**src/logic/css_regs.svh**
```systemverilog
// register offsets, field positions, reset values and timing counts of the scan controller
// assumes a 12-bit apb byte address and field timing taken from the sandcastle pulse
`ifndef CSS_REGS_SVH
`define CSS_REGS_SVH

// ==========================================================
// register offsets
`define CSS_CTRL_OFS 12'h000
`define CSS_STATUS_OFS 12'h004
`define CSS_IRQ_STAT_OFS 12'h008
`define CSS_IRQ_CLR_OFS 12'h00C
`define CSS_IRQ_EN_OFS 12'h010

// ==========================================================
// field positions
`define CSS_CTRL_AUTO_BIT 0
`define CSS_CTRL_RESTART_BIT 1
`define CSS_ST_SEL_LSB 0
`define CSS_ST_STATE_LSB 4
`define CSS_ST_COLOUR_BIT 6
`define CSS_ST_FORCED_BIT 7
`define CSS_ST_SECAM_BIT 8
`define CSS_IRQ_RECOG_BIT 0
`define CSS_IRQ_COLOUR_BIT 1
`define CSS_IRQ_LOSS_BIT 2
`define CSS_IRQ_STEP_BIT 3
`define CSS_IRQ_W 4

// ==========================================================
// reset values
`define CSS_AUTO_RST 1'h1
`define CSS_IRQ_EN_RST 4'h0
`define CSS_SEL_OE_RST 4'hF

// ==========================================================
// timing, in milliseconds and in field periods
`define CSS_FIELD_MS 20
`define CSS_DWELL_MS 80
`define CSS_CWAIT_MS 40
`define CSS_LOSS_MS 40
`define CSS_DWELL_FIELDS (`CSS_DWELL_MS / `CSS_FIELD_MS)
`define CSS_CWAIT_FIELDS (`CSS_CWAIT_MS / `CSS_FIELD_MS)
`define CSS_LOSS_FIELDS (`CSS_LOSS_MS / `CSS_FIELD_MS)

// ==========================================================
// sandcastle level thresholds, 8-bit sample codes
`define CSS_SC_VBL_TH 8'h30
`define CSS_SC_HBL_TH 8'h5A
`define CSS_SC_BURST_TH 8'hB3

`endif

```
**src/logic/css_pkg.sv**
```systemverilog
// types and helper functions of the colour standard scan controller
// does not use css_regs.svh; its numeric constants are written out here
package css_pkg;

   // ==========================================================
   // enumerations
   typedef enum logic [1:0] {
      CSS_SCAN = 2'h0,
      CSS_CWAIT = 2'h1,
      CSS_LOCK = 2'h3,
      CSS_LWAIT = 2'h2
   } css_state_e;

   typedef enum logic [1:0] {
      CSS_PAL = 2'h0,
      CSS_SECAM = 2'h1,
      CSS_N35 = 2'h2,
      CSS_N44 = 2'h3
   } css_std_e;

   // ==========================================================
   // decoded sandcastle pulses
   typedef struct packed {
      logic burst_key;
      logic hblank;
      logic vblank;
      logic field_tick;
   } css_sc_s;

   // ==========================================================
   // standard helpers
   function automatic css_std_e css_next_std(input css_std_e s);
      css_next_std = css_std_e'(s + 2'h1);
   endfunction : css_next_std

   function automatic logic [3:0] css_onehot(input css_std_e s);
      css_onehot = 4'h1 << s;
   endfunction : css_onehot

   // lowest forced line wins if several are forced
   function automatic css_std_e css_first_std(input logic [3:0] f);
      css_first_std = CSS_PAL;
      if (f[0]) css_first_std = CSS_PAL;
      else if (f[1]) css_first_std = CSS_SECAM;
      else if (f[2]) css_first_std = CSS_N35;
      else if (f[3]) css_first_std = CSS_N44;
   endfunction : css_first_std

endpackage : css_pkg

```
**src/logic/css_sandcastle.sv**
```systemverilog
// sandcastle level detector: burst key, line and field blanking, field tick
// assumes a digitised sandcastle sample synchronous to clock_i
`include "css_regs.svh"

module css_sandcastle #(
   parameter int LVL_W = 8
) (
   // clock and reset
   input wire logic clock_i,
   input wire logic rst_i,
   // sampled pulse level
   input wire logic [LVL_W-1:0] level_i,
   // decoded pulses
   output css_pkg::css_sc_s sc_o
);

   typedef struct packed {
      css_pkg::css_sc_s sc;
   } css_scd_s;

   css_scd_s st_r;
   css_scd_s st_nxt;

   // ==========================================================
   // level slicing
   always_comb begin
      st_nxt = st_r;
      st_nxt.sc.burst_key = level_i >= LVL_W'(`CSS_SC_BURST_TH);
      st_nxt.sc.hblank = level_i >= LVL_W'(`CSS_SC_HBL_TH);
      st_nxt.sc.vblank = level_i >= LVL_W'(`CSS_SC_VBL_TH);
      st_nxt.sc.field_tick = st_nxt.sc.vblank && !st_r.sc.vblank;
   end

   always_ff @(posedge clock_i) begin
      if (rst_i) begin
         st_r <= '0;
      end else begin
         st_r <= st_nxt;
      end
   end

   assign sc_o = st_r.sc;
endmodule : css_sandcastle

```
**src/logic/css_top.sv**
```systemverilog
// colour standard scan controller with apb register slave and interrupt
// assumes synchronous inputs, a digitised sandcastle and a level match indication
//
// Behaviour
// - with nothing recognised the standard steps PAL, SECAM, NTSC-3.5, NTSC-4.4 and wraps.
// - each standard dwells four field periods (80 ms) and then the next one is tried.
// - colour is switched on two field periods after recognition (360 ms worst case).
// - the PAL check after SECAM may add one more dwell (440 ms worst case).
// - a first SECAM match is remembered and the decoder is switched to PAL instead.
// - SECAM is accepted on the second detection only when the PAL trial did not match.
// - scanning runs while there is no match and stops on the matching standard.
// - scanning restarts when the input standard changes or the signal fades away.
// - loss of recognition waits two field periods (40 ms) before scanning restarts.
// - monochrome input gives no match, so scanning goes on and colour stays off.
// - the select outputs are one-hot, only the active standard is high.
// - each select line is both a forcing input and a standard indicator output.
// - colour switch-off on a missing match works in automatic and forced operation.
// - burst key, line and field blanking are sliced from one three-level pulse.
// - a match input says whether the active standard fits the incoming signal.
//
// Local design decisions: the register addresses and register access over APB.
`include "css_regs.svh"

module css_top #(
   parameter int LVL_W = 8,
   parameter int AW = 12
) (
   // clock and reset
   input wire logic clock_i,
   input wire logic rst_i,
   // apb slave
   input wire logic psel_i,
   input wire logic penable_i,
   input wire logic pwrite_i,
   input wire logic [AW-1:0] paddr_i,
   input wire logic [31:0] pwdata_i,
   output logic [31:0] prdata_o,
   output logic pready_o,
   output logic pslverr_o,
   // sandcastle and recognition
   input wire logic [LVL_W-1:0] sc_level_i,
   input wire logic match_i,
   output logic burst_key_o,
   output logic hblank_o,
   output logic vblank_o,
   // standard select lines
   input wire logic [3:0] std_sel_i,
   output logic [3:0] std_sel_o,
   output logic [3:0] std_sel_oe_o,
   // colour and interrupt
   output logic colour_on_o,
   output logic irq_o
);

   typedef struct packed {
      css_pkg::css_state_e state;
      css_pkg::css_std_e std;
      logic [2:0] dwell;
      logic [1:0] fcnt;
      logic secam_seen;
      logic colour_on;
      logic auto_en;
      logic [`CSS_IRQ_W-1:0] irq_stat;
      logic [`CSS_IRQ_W-1:0] irq_en;
      logic irq;
      logic [3:0] sel;
      logic [3:0] sel_oe;
      logic pready;
      logic pslverr;
      logic [31:0] prdata;
   } css_top_s;

   localparam css_top_s RST_VAL = '{
      state: css_pkg::CSS_SCAN,
      std: css_pkg::CSS_PAL,
      dwell: 3'h0,
      fcnt: 2'h0,
      secam_seen: 1'h0,
      colour_on: 1'h0,
      auto_en: `CSS_AUTO_RST,
      irq_stat: 4'h0,
      irq_en: `CSS_IRQ_EN_RST,
      irq: 1'h0,
      sel: 4'h1,
      sel_oe: `CSS_SEL_OE_RST,
      pready: 1'h0,
      pslverr: 1'h0,
      prdata: 32'h0
   };

   css_top_s st_r;
   css_top_s st_nxt;
   css_pkg::css_sc_s sc;

   // ==========================================================
   // sandcastle slicing
   css_sandcastle #(
      .LVL_W(LVL_W)
   ) u_sc (
      .clock_i(clock_i),
      .rst_i(rst_i),
      .level_i(sc_level_i),
      .sc_o(sc)
   );

   // ==========================================================
   // next state
   always_comb begin
      logic forced;
      logic hold;
      logic tick;
      logic acc_wr;
      logic restart;
      css_pkg::css_std_e fstd;
      logic [`CSS_IRQ_W-1:0] ev;
      logic [`CSS_IRQ_W-1:0] clr;
      logic [31:0] rd;
      forced = |std_sel_i;
      fstd = css_pkg::css_first_std(std_sel_i);
      tick = sc.field_tick;
      ev = '0;
      clr = '0;
      rd = '0;
      restart = 1'b0;
      acc_wr = psel_i && penable_i && st_r.pready && pwrite_i && !st_r.pslverr;
      st_nxt = st_r;
      hold = forced || !st_r.auto_en;

      // apb: answer registered in setup, zero wait states
      st_nxt.pready = psel_i && !penable_i;
      st_nxt.pslverr = 1'b0;
      st_nxt.prdata = '0;
      if (psel_i && !penable_i) begin
         unique case (paddr_i)
            `CSS_CTRL_OFS: begin
               rd[`CSS_CTRL_AUTO_BIT] = st_r.auto_en;
            end
            `CSS_STATUS_OFS: begin
               rd[`CSS_ST_SEL_LSB +: 4] = st_r.sel;
               rd[`CSS_ST_STATE_LSB +: 2] = st_r.state;
               rd[`CSS_ST_COLOUR_BIT] = st_r.colour_on;
               rd[`CSS_ST_FORCED_BIT] = forced;
               rd[`CSS_ST_SECAM_BIT] = st_r.secam_seen;
            end
            `CSS_IRQ_STAT_OFS: begin
               rd[`CSS_IRQ_W-1:0] = st_r.irq_stat;
            end
            `CSS_IRQ_CLR_OFS: begin
               rd = '0;
            end
            `CSS_IRQ_EN_OFS: begin
               rd[`CSS_IRQ_W-1:0] = st_r.irq_en;
            end
            default: begin
               st_nxt.pslverr = 1'b1;
            end
         endcase
         st_nxt.prdata = rd;
      end
      if (acc_wr) begin
         if (paddr_i == `CSS_CTRL_OFS) begin
            st_nxt.auto_en = pwdata_i[`CSS_CTRL_AUTO_BIT];
            restart = pwdata_i[`CSS_CTRL_RESTART_BIT];
         end
         if (paddr_i == `CSS_IRQ_CLR_OFS) begin
            clr = pwdata_i[`CSS_IRQ_W-1:0];
         end
         if (paddr_i == `CSS_IRQ_EN_OFS) begin
            st_nxt.irq_en = pwdata_i[`CSS_IRQ_W-1:0];
         end
      end

      // scan sequencer
      unique case (st_r.state)
         css_pkg::CSS_SCAN: begin
            if (forced) begin
               st_nxt.std = fstd;
            end
            if (match_i) begin
               if (!forced && st_r.std == css_pkg::CSS_SECAM && !st_r.secam_seen) begin
                  st_nxt.secam_seen = 1'b1;
                  st_nxt.std = css_pkg::CSS_PAL;
                  st_nxt.dwell = 3'h0;
               end else begin
                  st_nxt.state = css_pkg::CSS_CWAIT;
                  st_nxt.secam_seen = 1'b0;
                  st_nxt.fcnt = 2'h0;
                  ev[`CSS_IRQ_RECOG_BIT] = 1'b1;
               end
            end else if (tick && !hold) begin
               if (st_r.dwell == 3'(`CSS_DWELL_FIELDS - 1)) begin
                  st_nxt.dwell = 3'h0;
                  st_nxt.std = css_pkg::css_next_std(st_r.std);
                  ev[`CSS_IRQ_STEP_BIT] = 1'b1;
                  if (st_r.std == css_pkg::CSS_SECAM) begin
                     st_nxt.secam_seen = 1'b0;
                  end
               end else begin
                  st_nxt.dwell = st_r.dwell + 3'h1;
               end
            end
         end
         css_pkg::CSS_CWAIT: begin
            if (!match_i) begin
               st_nxt.state = css_pkg::CSS_LWAIT;
               st_nxt.fcnt = 2'h0;
               ev[`CSS_IRQ_LOSS_BIT] = 1'b1;
            end else if (tick) begin
               if (st_r.fcnt == 2'(`CSS_CWAIT_FIELDS - 1)) begin
                  st_nxt.state = css_pkg::CSS_LOCK;
                  ev[`CSS_IRQ_COLOUR_BIT] = 1'b1;
               end else begin
                  st_nxt.fcnt = st_r.fcnt + 2'h1;
               end
            end
         end
         css_pkg::CSS_LOCK: begin
            if (!match_i) begin
               st_nxt.state = css_pkg::CSS_LWAIT;
               st_nxt.fcnt = 2'h0;
               ev[`CSS_IRQ_LOSS_BIT] = 1'b1;
            end
         end
         css_pkg::CSS_LWAIT: begin
            if (match_i) begin
               st_nxt.state = css_pkg::CSS_LOCK;
            end else if (tick) begin
               if (st_r.fcnt == 2'(`CSS_LOSS_FIELDS - 1)) begin
                  st_nxt.state = css_pkg::CSS_SCAN;
                  st_nxt.dwell = 3'h0;
               end else begin
                  st_nxt.fcnt = st_r.fcnt + 2'h1;
               end
            end
         end
      endcase

      // forced change or software restart drops back to scanning
      if ((forced && st_r.state != css_pkg::CSS_SCAN && fstd != st_r.std) || restart) begin
         st_nxt.state = css_pkg::CSS_SCAN;
         st_nxt.dwell = 3'h0;
         st_nxt.secam_seen = 1'b0;
         if (forced) begin
            st_nxt.std = fstd;
         end
      end

      st_nxt.colour_on = st_nxt.state == css_pkg::CSS_LOCK;
      st_nxt.sel = css_pkg::css_onehot(st_nxt.std);
      st_nxt.sel_oe = ~std_sel_i;
      // set wins over clear
      st_nxt.irq_stat = (st_r.irq_stat & ~clr) | ev;
      st_nxt.irq = |(st_nxt.irq_stat & st_nxt.irq_en);
   end

   always_ff @(posedge clock_i) begin
      if (rst_i) begin
         st_r <= RST_VAL;
      end else begin
         st_r <= st_nxt;
      end
   end

   // ==========================================================
   // outputs
   assign prdata_o = st_r.prdata;
   assign pready_o = st_r.pready;
   assign pslverr_o = st_r.pslverr;
   assign burst_key_o = sc.burst_key;
   assign hblank_o = sc.hblank;
   assign vblank_o = sc.vblank;
   assign std_sel_o = st_r.sel;
   assign std_sel_oe_o = st_r.sel_oe;
   assign colour_on_o = st_r.colour_on;
   assign irq_o = st_r.irq;
endmodule : css_top

```
**config.mk**
```make
export PLATFORM = sky130hd
export DESIGN_NAME = css_top
export DESIGN_NICKNAME = d
export VERILOG_FILES = /design/src/logic/css_pkg.sv /design/src/logic/css_sandcastle.sv /design/src/logic/css_top.sv
export VERILOG_INCLUDE_DIRS = /design/src /design/src/logic
export SDC_FILE = /design/constraint.sdc
export NUM_CORES = 1
export LEC_CHECK = 0
export ABC_CLOCK_PERIOD_IN_PS = 2450
export BUFFER_PORTS_ARGS = -buffer_cell sky130_fd_sc_hd__buf_2
export CORE_UTILIZATION = 34
export DETAILED_ROUTE_END_ITERATION = 16
export PLACE_DENSITY_LB_ADDON = 0.2
export SYNTH_ARGS = -nofsm -noshare
export SYNTH_HDL_FRONTEND = slang
export SYNTH_SLANG_ARGS = --single-unit
export TNS_END_PERCENT = 1
```
**constraint.sdc**
```tcl
create_clock -name clock_i -period 2.45 [get_ports clock_i]
set_input_delay 0.1225 -clock clock_i [delete_from_list [all_inputs] [get_ports clock_i]]
set_output_delay 0.1225 -clock clock_i [all_outputs]
set_load 0.1 [all_outputs]
```
==> results.yml, run 1 <==
placed_design:
  number_of_input_and_output_port_buffers_inserted: 57
  placedCellCount: 414
  half_perimeter_wire_length_after_placement_um: 4010
  place_ws_ns: 0.410
  place_congestion: 0.830
clock_tree:
  number_of_clock_sinks: 44
  worstSkewPairLatency_ns: 0.30
  cts-hold-fix-buffers: 0
  numCtsBuffers: 5
  clk_pin_slew_worst_paths_ns: 0.08
  post_cts.repair.setup_buffers: 0
  cts_max_path_buffers: 2
  ctsResizeCount: 0
  tritoncts: "yes"
  clock_tree.root_cell: "clkbuf_8"
  cts_htree_levels: 2
floorplanning:
  num_io_pins: 109
  die_h_um: 87.6
  die_w_um: 87.6
  floorplan.initialDensity_pct: 35.9
  placeableCoreArea_um2: 6940
  std_cell_rows: 30
  die_area_um2: 7670
yosys:
  synth_edf_count: 0
  ys.warnings.count: 0
  synthArstFlopShare_pct: 0
  synth.top_cell.area_share_pct: 35.4
  ys_types: 55
  yosys.cell_count.top_type: "dfxtp_1"
  number_of_instances_in_the_synthesized_netlist: 286
  synth-seq-area-share_pct: 35.4
  synthFlopType: "dfxtp_1"
  synthesis.area_um2: 2490
  post_synth_most_frequent_cells: "dfxtp_1, buf_4, nor2_1, a21oi_1, nand2_1"
  synth_top_cell_by_area: "dfxtp_1"
  yosys_register_bits: 44
  synthesis.area_per_instance_um2: 8.71
  synth.top_cells.by_area: "dfxtp_1, buf_4, nor2_1, mux2i_1, ha_1"
final_layout:
  fill_cells: 716
  final_cells: 421
  insertedDiodeCount: 0
  fraction_of_layout_cells_with_a_size_suffix_above_1_pct: 24.0
  synthesis_to_layout_area_growth_pct: 10.3
  final_net_count: 393
worst_setup_path:
  crit_path_max_fanout: 8
  cp_data_arrival_time_ns: 2.29
  reg2reg_setup_slack_ns: 0.36
  worst_setup_path_start_kind: "flip-flop"
  critical_path_class: "flip-flop to flip-flop"
  regToRegEndpoint: "std_sel_o[0]"
  timing.critical_path.to_type: "flip-flop"
  critical_path.reg2reg.startpoint: "st_r[61]"
  ff2ff_path_depth: 6
  worst-endpoint-required_ns: 2.65
route:
  dr.pass1.iters: 4
  detail_route.wl_per_cell_um: 12.4
  route.detailed.vias_per_inst: 4.81
  route.final.wire_length_um: 5230
  route.detailed.drc: 0
  drtIter0Drc: 133
  antenna_left: 0
  num_vias: 2023
timing:
  timing.clock.skew_ns: 0.00597
  timing.final.crit_period_ns: 2.09
  timing.final.ws_setup_ns: 0.361
  final-setup-viol-count: 0
  setup_tns_ns: 0
  fmax_mhz: 479
  timing_hold_violations_final: 0
  rsz0062_at_grt: "false"
  fin_crit_sh_pct: 85.2
  max_slew_violation_total_from_the_final_report: 0
power_and_ir_drop:
  ir_drop_v: 0.000194
  p_leak_uw: 0.00123
  p_per_area_nw_per_um2: 611
run_status:
  run_status: "completed"
hold_path:
  worst_hold_path.endpoint: "st_r[51]"
  holdCritStartpoint: "pwdata_i[0]"
  min_delay_path_depth: 3
  holdCritPathClass: "input port to flip-flop"
global_routing:
  grt_max_degree: 27
  gr-total-overflow: 0
  grtUsageTotal_pct: 14.6
  global_route.peak_usage_layer: "met2"
  grt_antenna_before_repair: 0
  grt_met1_use_pct: 20.1
  grtUsageMet2_pct: 22.1
  via_count_of_the_first_global_routing_pass: 1767
  met3_grt_util_pct: 3.39
  grt_pass1_wl_um: 8510
run:
  cap_violations: 0
[layer usage]
| metal | share of wire (%) | vias up | wire length, um |
|---|---|---|---|
| met3 | 6.1 | 5 | 317 |
| met5 | 0 | - | 0 |
| met1 | 50 | 916 | 2620 |
| met2 | 43 | 73 | 2250 |
| met4 | 0.80 | 0 | 42 |
| li1 | - | 1029 | - |
[metrics by stage]
step	util, %	area (um2)	power [uW]	hold slack [ns]
after global routing	39.5	2750	1760	0.0542
after CTS	39.5	2750	1690	0.0573
after global placement	38.4	2670	1240	0.370
after detailed placement	38.4	2670	1250	0.369
after floorplan	-	2570	1200	0.196
final	39.5	2750	1680	0.0698
[registers in the layout (all words and copies together) (netlist names)]
name,count
std_sel_o,4
colour_on_o,1
u_sc.sc_o,4
pready_o,1
pslverr_o,1
std_sel_oe_o,4
prdata_o,9
irq_o,1
st_r,19
[report_power, final]
part           internal (uW)  switching [uW]
sequential               739            17.9
clock                    193             254
combinational           97.3             376
[worst max-delay path by stage]
stage	start	end
floorplan	pready_o	std_sel_o[1]
global placement	st_r[61]	std_sel_o[0]
detailed placement	st_r[61]	std_sel_o[0]
CTS	st_r[61]	std_sel_o[0]
global route	st_r[59]	colour_on_o
finish	st_r[61]	std_sel_o[0]
[layout make-up]
class / instances / area, um2 / share of cell area [%]
multi-input cells: 205 / 1320 / 48.0
flip-flops and latches: 44 / 881 / 32.1
repair buffers: 61 / 315 / 11.5
well taps: 96 / 120 / 4.37
clock buffers: 5 / 68.8 / 2.51
inverters: 8 / 30.0 / 1.09
clock inverters: 2 / 12.5 / 0.456
[worst max-delay path, stage by stage, from the launching register on]
cell	delay (ns)
dfxtp_1	0.44
inv_1	0.09
ha_1	0.30
nor4_1	0.46
o21ai_0	0.22
a211oi_2	0.29
o21ba_1	0.18
[cell families (layout without fill, tap and decap cells)]
kind of cell    count (synthesis)  count (layout)  share of synthesized area (%)
flops                          44              44                           35.4
mux                             9               9                           3.62
fa+ha+maj                       6               6                           3.01
buf+inv                        59              76                           15.0
other cells                     1              23                          0.151
compound gates                 55              55                           16.0
simple gates                  111             111                           26.5
xor+xnor                        1               1                          0.352
[layout by cell type (no fill, tap or decap), drive strengths merged, types with 7 or more instances in the layout]
cell type / netlist / routed
buf: 40 / 61
dfxtp: 44 / 44
nor2: 31 / 31
conb: 1 / 23
a21oi: 14 / 14
nand2: 13 / 13
nand2b: 10 / 10
mux2i: 9 / 9
inv: 8 / 8
nand3: 8 / 8
o21ai: 7 / 7
Note: power is estimated with default switching activity, not from simulation.
==> run 2, diff against run 1 <==
--- a/config.mk
+++ b/config.mk
@@ -10,7 +10,6 @@
 export BUFFER_PORTS_ARGS = -buffer_cell sky130_fd_sc_hd__buf_2
 export CORE_UTILIZATION = 34
 export DETAILED_ROUTE_END_ITERATION = 16
-export PLACE_DENSITY_LB_ADDON = 0.2
 export SYNTH_ARGS = -nofsm -noshare
 export SYNTH_HDL_FRONTEND = slang
 export SYNTH_SLANG_ARGS = --single-unit
==> results.yml, run 2 (synthesis gave the netlist of run 1 again) <==
final_layout:
  final_common_cell: "buf_2"
  largest_register_ff_count: 19
  final_cell_mix: "buf_2, dfxtp_1, nor2_1"
  fraction_of_layout_cells_with_a_size_suffix_above_1_pct: 24.2
  postLayoutCellArea_um2: 2790
  final_net_count: 393
  synthesis_to_layout_area_growth_pct: 11.9
  insertedDiodeCount: 0
  registers.top_by_ff_count: "st_r"
  fill_cells: 694
  final_core_utilization_pct: 40.1
clock_tree:
  cts_htree_levels: 2
  worstSkewPairLatency_ns: 0.31
  number_of_clock_sinks: 44
  cts-hold-fix-buffers: 0
  post_cts.repair.setup_buffers: 0
  cts_max_path_buffers: 2
  numCtsBuffers: 5
  ctsResizeCount: 0
  clk_pin_slew_worst_paths_ns: 0.09
  clock_tree.root_cell: "clkbuf_8"
  tritoncts: "yes"
run_status:
  run_status: "completed"
worst_setup_path:
  timing.critical_path.to_type: "flip-flop"
  crit_path_max_incr_delay_ns: 0.44
  ff2ff_path_depth: 6
  reg2reg_setup_slack_ns: 0.40
  critical_path_class: "flip-flop to flip-flop"
  worst_setup_path_start_kind: "flip-flop"
  cp_data_arrival_time_ns: 2.26
  cpLargestDelayFamily: "compound AO/OA/AOI/OAI gates"
  critical_path.reg2reg.startpoint: "st_r[61]"
  crit_slowest_cell: "dfxtp_1"
  crit_path_max_fanout: 8
  worst-endpoint-required_ns: 2.66
  regToRegEndpoint: "std_sel_o[0]"
  path_buf_inv: 1
  timing.critical_path.cells: "inv_1, ha_1, nor4_1, o21ai_0, a211oi_2, o21ba_1"
timing:
  timing_hold_violations_final: 0
  max_slew_violation_total_from_the_final_report: 0
  timing.final.crit_period_ns: 2.05
  timing.clock.skew_ns: 0.00360
  fmax_mhz: 488
  fin_crit_sh_pct: 83.6
  setup_tns_ns: 0
  rsz0062_at_grt: "false"
  final-setup-viol-count: 0
floorplanning:
  die_w_um: 87.6
  die_h_um: 87.6
  placeableCoreArea_um2: 6940
  std_cell_rows: 30
  floorplan.initialDensity_pct: 35.9
  die_area_um2: 7670
  num_io_pins: 109
placed_design:
  place_congestion: 0.808
  half_perimeter_wire_length_after_placement_um: 3980
  placedInstanceArea_um2: 2670
  number_of_input_and_output_port_buffers_inserted: 57
hold_path:
  holdCritPathClass: "input port to flip-flop"
  holdCritStartpoint: "std_sel_i[2]"
  worst_hold_path.endpoint: "std_sel_oe_o[2]"
  min_delay_path_depth: 2
route:
  antenna_left: 0
  detail_route.wl_per_cell_um: 12.3
  drtIter0Drc: 100
  dr.pass1.iters: 7
  route.final.wire_length_um: 5190
  route.detailed.drc: 0
  num_vias: 2031
  route.detailed.vias_per_inst: 4.81
global_routing:
  via_count_of_the_first_global_routing_pass: 1789
  grt_max_degree: 27
  gr-total-overflow: 0
  grt_antenna_before_repair: 0
  grt_pass1_wl_um: 8420
  grtUsageTotal_pct: 14.3
power_and_ir_drop:
  p_leak_uw: 0.00126
  p_per_area_nw_per_um2: 655
  ir_drop_v: 0.000230
run:
  cap_violations: 0
[run 2: where the power goes]
| part | internal, uW | switching (uW) |
|---|---|---|
| Sequential | 739 | 18.3 |
| Clock | 333 | 262 |
| Combinational | 97.3 | 375 |
| Total | 1170 | 655 |
[run 2: through the flow]
| stage | total power, uW | setup slack, ns | cells | hold WS [ns] |
|---|---|---|---|---|
| floorplan | 1200 | 0.180 | 308 | 0.196 |
| global placement | 1240 | 0.450 | 414 | 0.364 |
| detailed placement | 1240 | 0.420 | 414 | 0.381 |
| CTS | 1840 | 0.387 | 422 | 0.0616 |
| global route | 1900 | 0.216 | 422 | 0.0644 |
| finish | 1820 | 0.401 | 422 | 0.0628 |
[run 2: metal layers]
metal  track usage [%]  wire length [um]
met1              18.8              2470
met2              22.4              2360
met3              4.52               307
met4              4.02                53
met5                 0                 0
[run 2: how the worst max path moves through the flow]
| stage | from | to | cells past startpoint |
|---|---|---|---|
| 2_1_floorplan | pready_o | std_sel_o[1] | 5 |
| 3_3_place_gp | st_r[61] | std_sel_o[0] | 6 |
| 3_5_place_dp | st_r[61] | std_sel_o[0] | 6 |
| 4_1_cts | st_r[61] | std_sel_o[0] | 6 |
| 5_1_grt | st_r[61] | std_sel_o[0] | 6 |
| 6_report | st_r[61] | std_sel_o[0] | 6 |
[run 2: cell type report]
cell class | count | area, um2 | share of cell area (%)
Clock buffer | 6 | 82.6 | 2.96
Clock inverter | 2 | 38.8 | 1.39
Inverter | 8 | 30.0 | 1.08
Multi-Input combinational cell | 205 | 1320 | 47.3
Sequential cell | 44 | 881 | 31.6
Tap cell | 96 | 120 | 4.31
Timing Repair Buffer | 61 | 315 | 11.3
==> run 3, diff against run 2 <==
--- a/config.mk
+++ b/config.mk
@@ -6,7 +6,7 @@
 export SDC_FILE = /design/constraint.sdc
 export NUM_CORES = 1
 export LEC_CHECK = 0
-export ABC_CLOCK_PERIOD_IN_PS = 2450
+export ABC_CLOCK_PERIOD_IN_PS = 1600
 export BUFFER_PORTS_ARGS = -buffer_cell sky130_fd_sc_hd__buf_2
 export CORE_UTILIZATION = 34
 export DETAILED_ROUTE_END_ITERATION = 16
==> constraint.sdc (replaced) <==
create_clock -name clock_i -period 1.6 [get_ports clock_i]
set_input_delay 0.08 -clock clock_i [delete_from_list [all_inputs] [get_ports clock_i]]
set_output_delay 0.08 -clock clock_i [all_outputs]
set_load 0.1 [all_outputs]
==> results.yml, run 3 (synthesis gave the netlist of run 1 again) <==
clock_tree:
  tritoncts: "yes"
  number_of_clock_sinks: 44
  cts_htree_levels: 2
  cts_max_path_buffers: 2
  clk_pin_slew_worst_paths_ns: 0.09
  cts-hold-fix-buffers: 0
  worstSkewPairLatency_ns: 0.30
  clock_tree.root_cell: "clkbuf_8"
  numCtsBuffers: 5
final_layout:
  final_cell_mix: "buf_2, buf_4, dfxtp_1"
  insertedDiodeCount: 0
  fill_cells: 715
  final_core_utilization_pct: 47.3
  final_net_count: 441
  registers.top_by_ff_count: "st_r"
  largest_register_ff_count: 19
  postLayoutCellArea_um2: 3280
  final_common_cell: "buf_2"
  fraction_of_layout_cells_with_a_size_suffix_above_1_pct: 40.9
  synthesis_to_layout_area_growth_pct: 31.9
global_routing:
  grtUsageTotal_pct: 15.6
  gr-total-overflow: 0
  via_count_of_the_first_global_routing_pass: 1982
  grt_max_degree: 25
  grt_antenna_before_repair: 0
  grt_pass1_wl_um: 9180
floorplanning:
  die_h_um: 87.6
  std_cell_rows: 30
  die_w_um: 87.6
  floorplan.initialDensity_pct: 35.9
  placeableCoreArea_um2: 6940
  num_io_pins: 109
  die_area_um2: 7670
run_status:
  run_status: "complete, but fails checks"
  failed_checks: "negative setup slack"
timing:
  fin_crit_sh_pct: 107
  timing.clock.skew_ns: 0.00959
  fmax_mhz: 584
  rsz0062_at_grt: "true"
  timing.final.crit_period_ns: 1.71
  final-setup-viol-count: 13
  timing.final.ws_setup_ns: -0.112
  timing_hold_violations_final: 0
  max_slew_violation_total_from_the_final_report: 0
route:
  num_vias: 2229
  route.detailed.vias_per_inst: 4.74
  antenna_left: 0
  drtIter0Drc: 103
  detail_route.wl_per_cell_um: 12.3
  route.final.wire_length_um: 5770
  route.detailed.drc: 0
  dr.pass1.iters: 4
power_and_ir_drop:
  clkPwrFrac_pct: 25.0
  internal_power_uw: 1700
  p_per_area_nw_per_um2: 831
  p_leak_uw: 0.00150
  power_share_of_the_combinational_group_pct: 32.7
  power.share.sequential_pct: 42.2
  p_sw_uw: 1030
  netSwitchingFraction_pct: 37.8
  ir_drop_v: 0.000431
worst_setup_path:
  critical_path_class: "flip-flop to flip-flop"
  worst-endpoint-required_ns: 1.85
  worst_setup_path_start_kind: "flip-flop"
  timing.critical_path.to_type: "flip-flop"
  crit_path_max_fanout: 4
  cp_data_arrival_time_ns: 1.97
hold_path:
  holdCritPathClass: "input port to flip-flop"
placed_design:
  placedInstanceArea_um2: 3070
  number_of_input_and_output_port_buffers_inserted: 57
  half_perimeter_wire_length_after_placement_um: 4550
  place_congestion: 0.872
run:
  cap_violations: 0
==> run 3: cell type report <==
cell class | instances | area, um2 | share of cell area, %
multi-input cells | 205 | 1460 | 44.5
inverters | 8 | 30.0 | 0.914
clock inverters | 2 | 12.5 | 0.381
repair buffers | 109 | 696 | 21.2
flip-flops and latches | 44 | 892 | 27.2
well taps | 96 | 120 | 3.66
clock buffers | 6 | 72.6 | 2.21
==> run 3: critical path, stage by stage (launching register included) <==
cell and delay, ns:
dfxtp_2 0.34, buf_4 0.13, nand3b_1 0.13, a21oi_4 0.09, or4_4 0.55, a21oi_4 0.15, a211oi_2 0.06, o21ba_1 0.22
==> run 3: per-layer routing <==
layer | global-route usage, % | routed length (um) | vias to the layer above
li1 | - | - | 1137
met1 | 19.9 | 2720 | 1017
met2 | 26.3 | 2690 | 69
met3 | 3.58 | 297 | 6
met4 | 4.47 | 61 | 0
met5 | 0 | 0 | -
==> run 3: final timing paths <==
kind,start,endpoint,slack [ns],cells after the start
worst max-delay path,st_r[59],std_sel_o[0],-0.11,7
worst min-delay path,sc_level_i[7],u_sc.sc_o[2],0.03,3
worst max register to register,st_r[59],std_sel_o[0],-0.11,7
worst min register to register,u_sc.sc_o[1],u_sc.sc_o[0],0.43,1
==> run 3: repair_timing <==
action                     CTS  global route
setup endpoints to repair   16            18
gates resized for setup     19             7
buffers inserted             1             0
pin swaps                   11             2
==> run 3: through the flow <==
stage / setup TNS (ns) / cells / setup slack (ns) / total power [uW] / hold WS, ns
floorplan: -0.302 / 308 / -0.0679 / 1860 / 0.154
global placement: -1.24 / 461 / -0.224 / 2010 / 0.328
detailed placement: -1.79 / 461 / -0.273 / 2020 / 0.327
CTS: -0.455 / 470 / -0.0827 / 2740 / 0.0286
global route: -1.58 / 470 / -0.171 / 2860 / 0.0373
finish: -0.616 / 470 / -0.112 / 2730 / 0.0272
==> run 3: power groups by stage <==
stage	combinational (uW)	clock, uW	sequential (uW)
5_1_grt	947	753	1160
6_report	894	683	1150
4_1_cts	885	705	1150
3_3_place_gp	834	0	1180
2_1_floorplan	632	0	1230
3_5_place_dp	838	0	1180
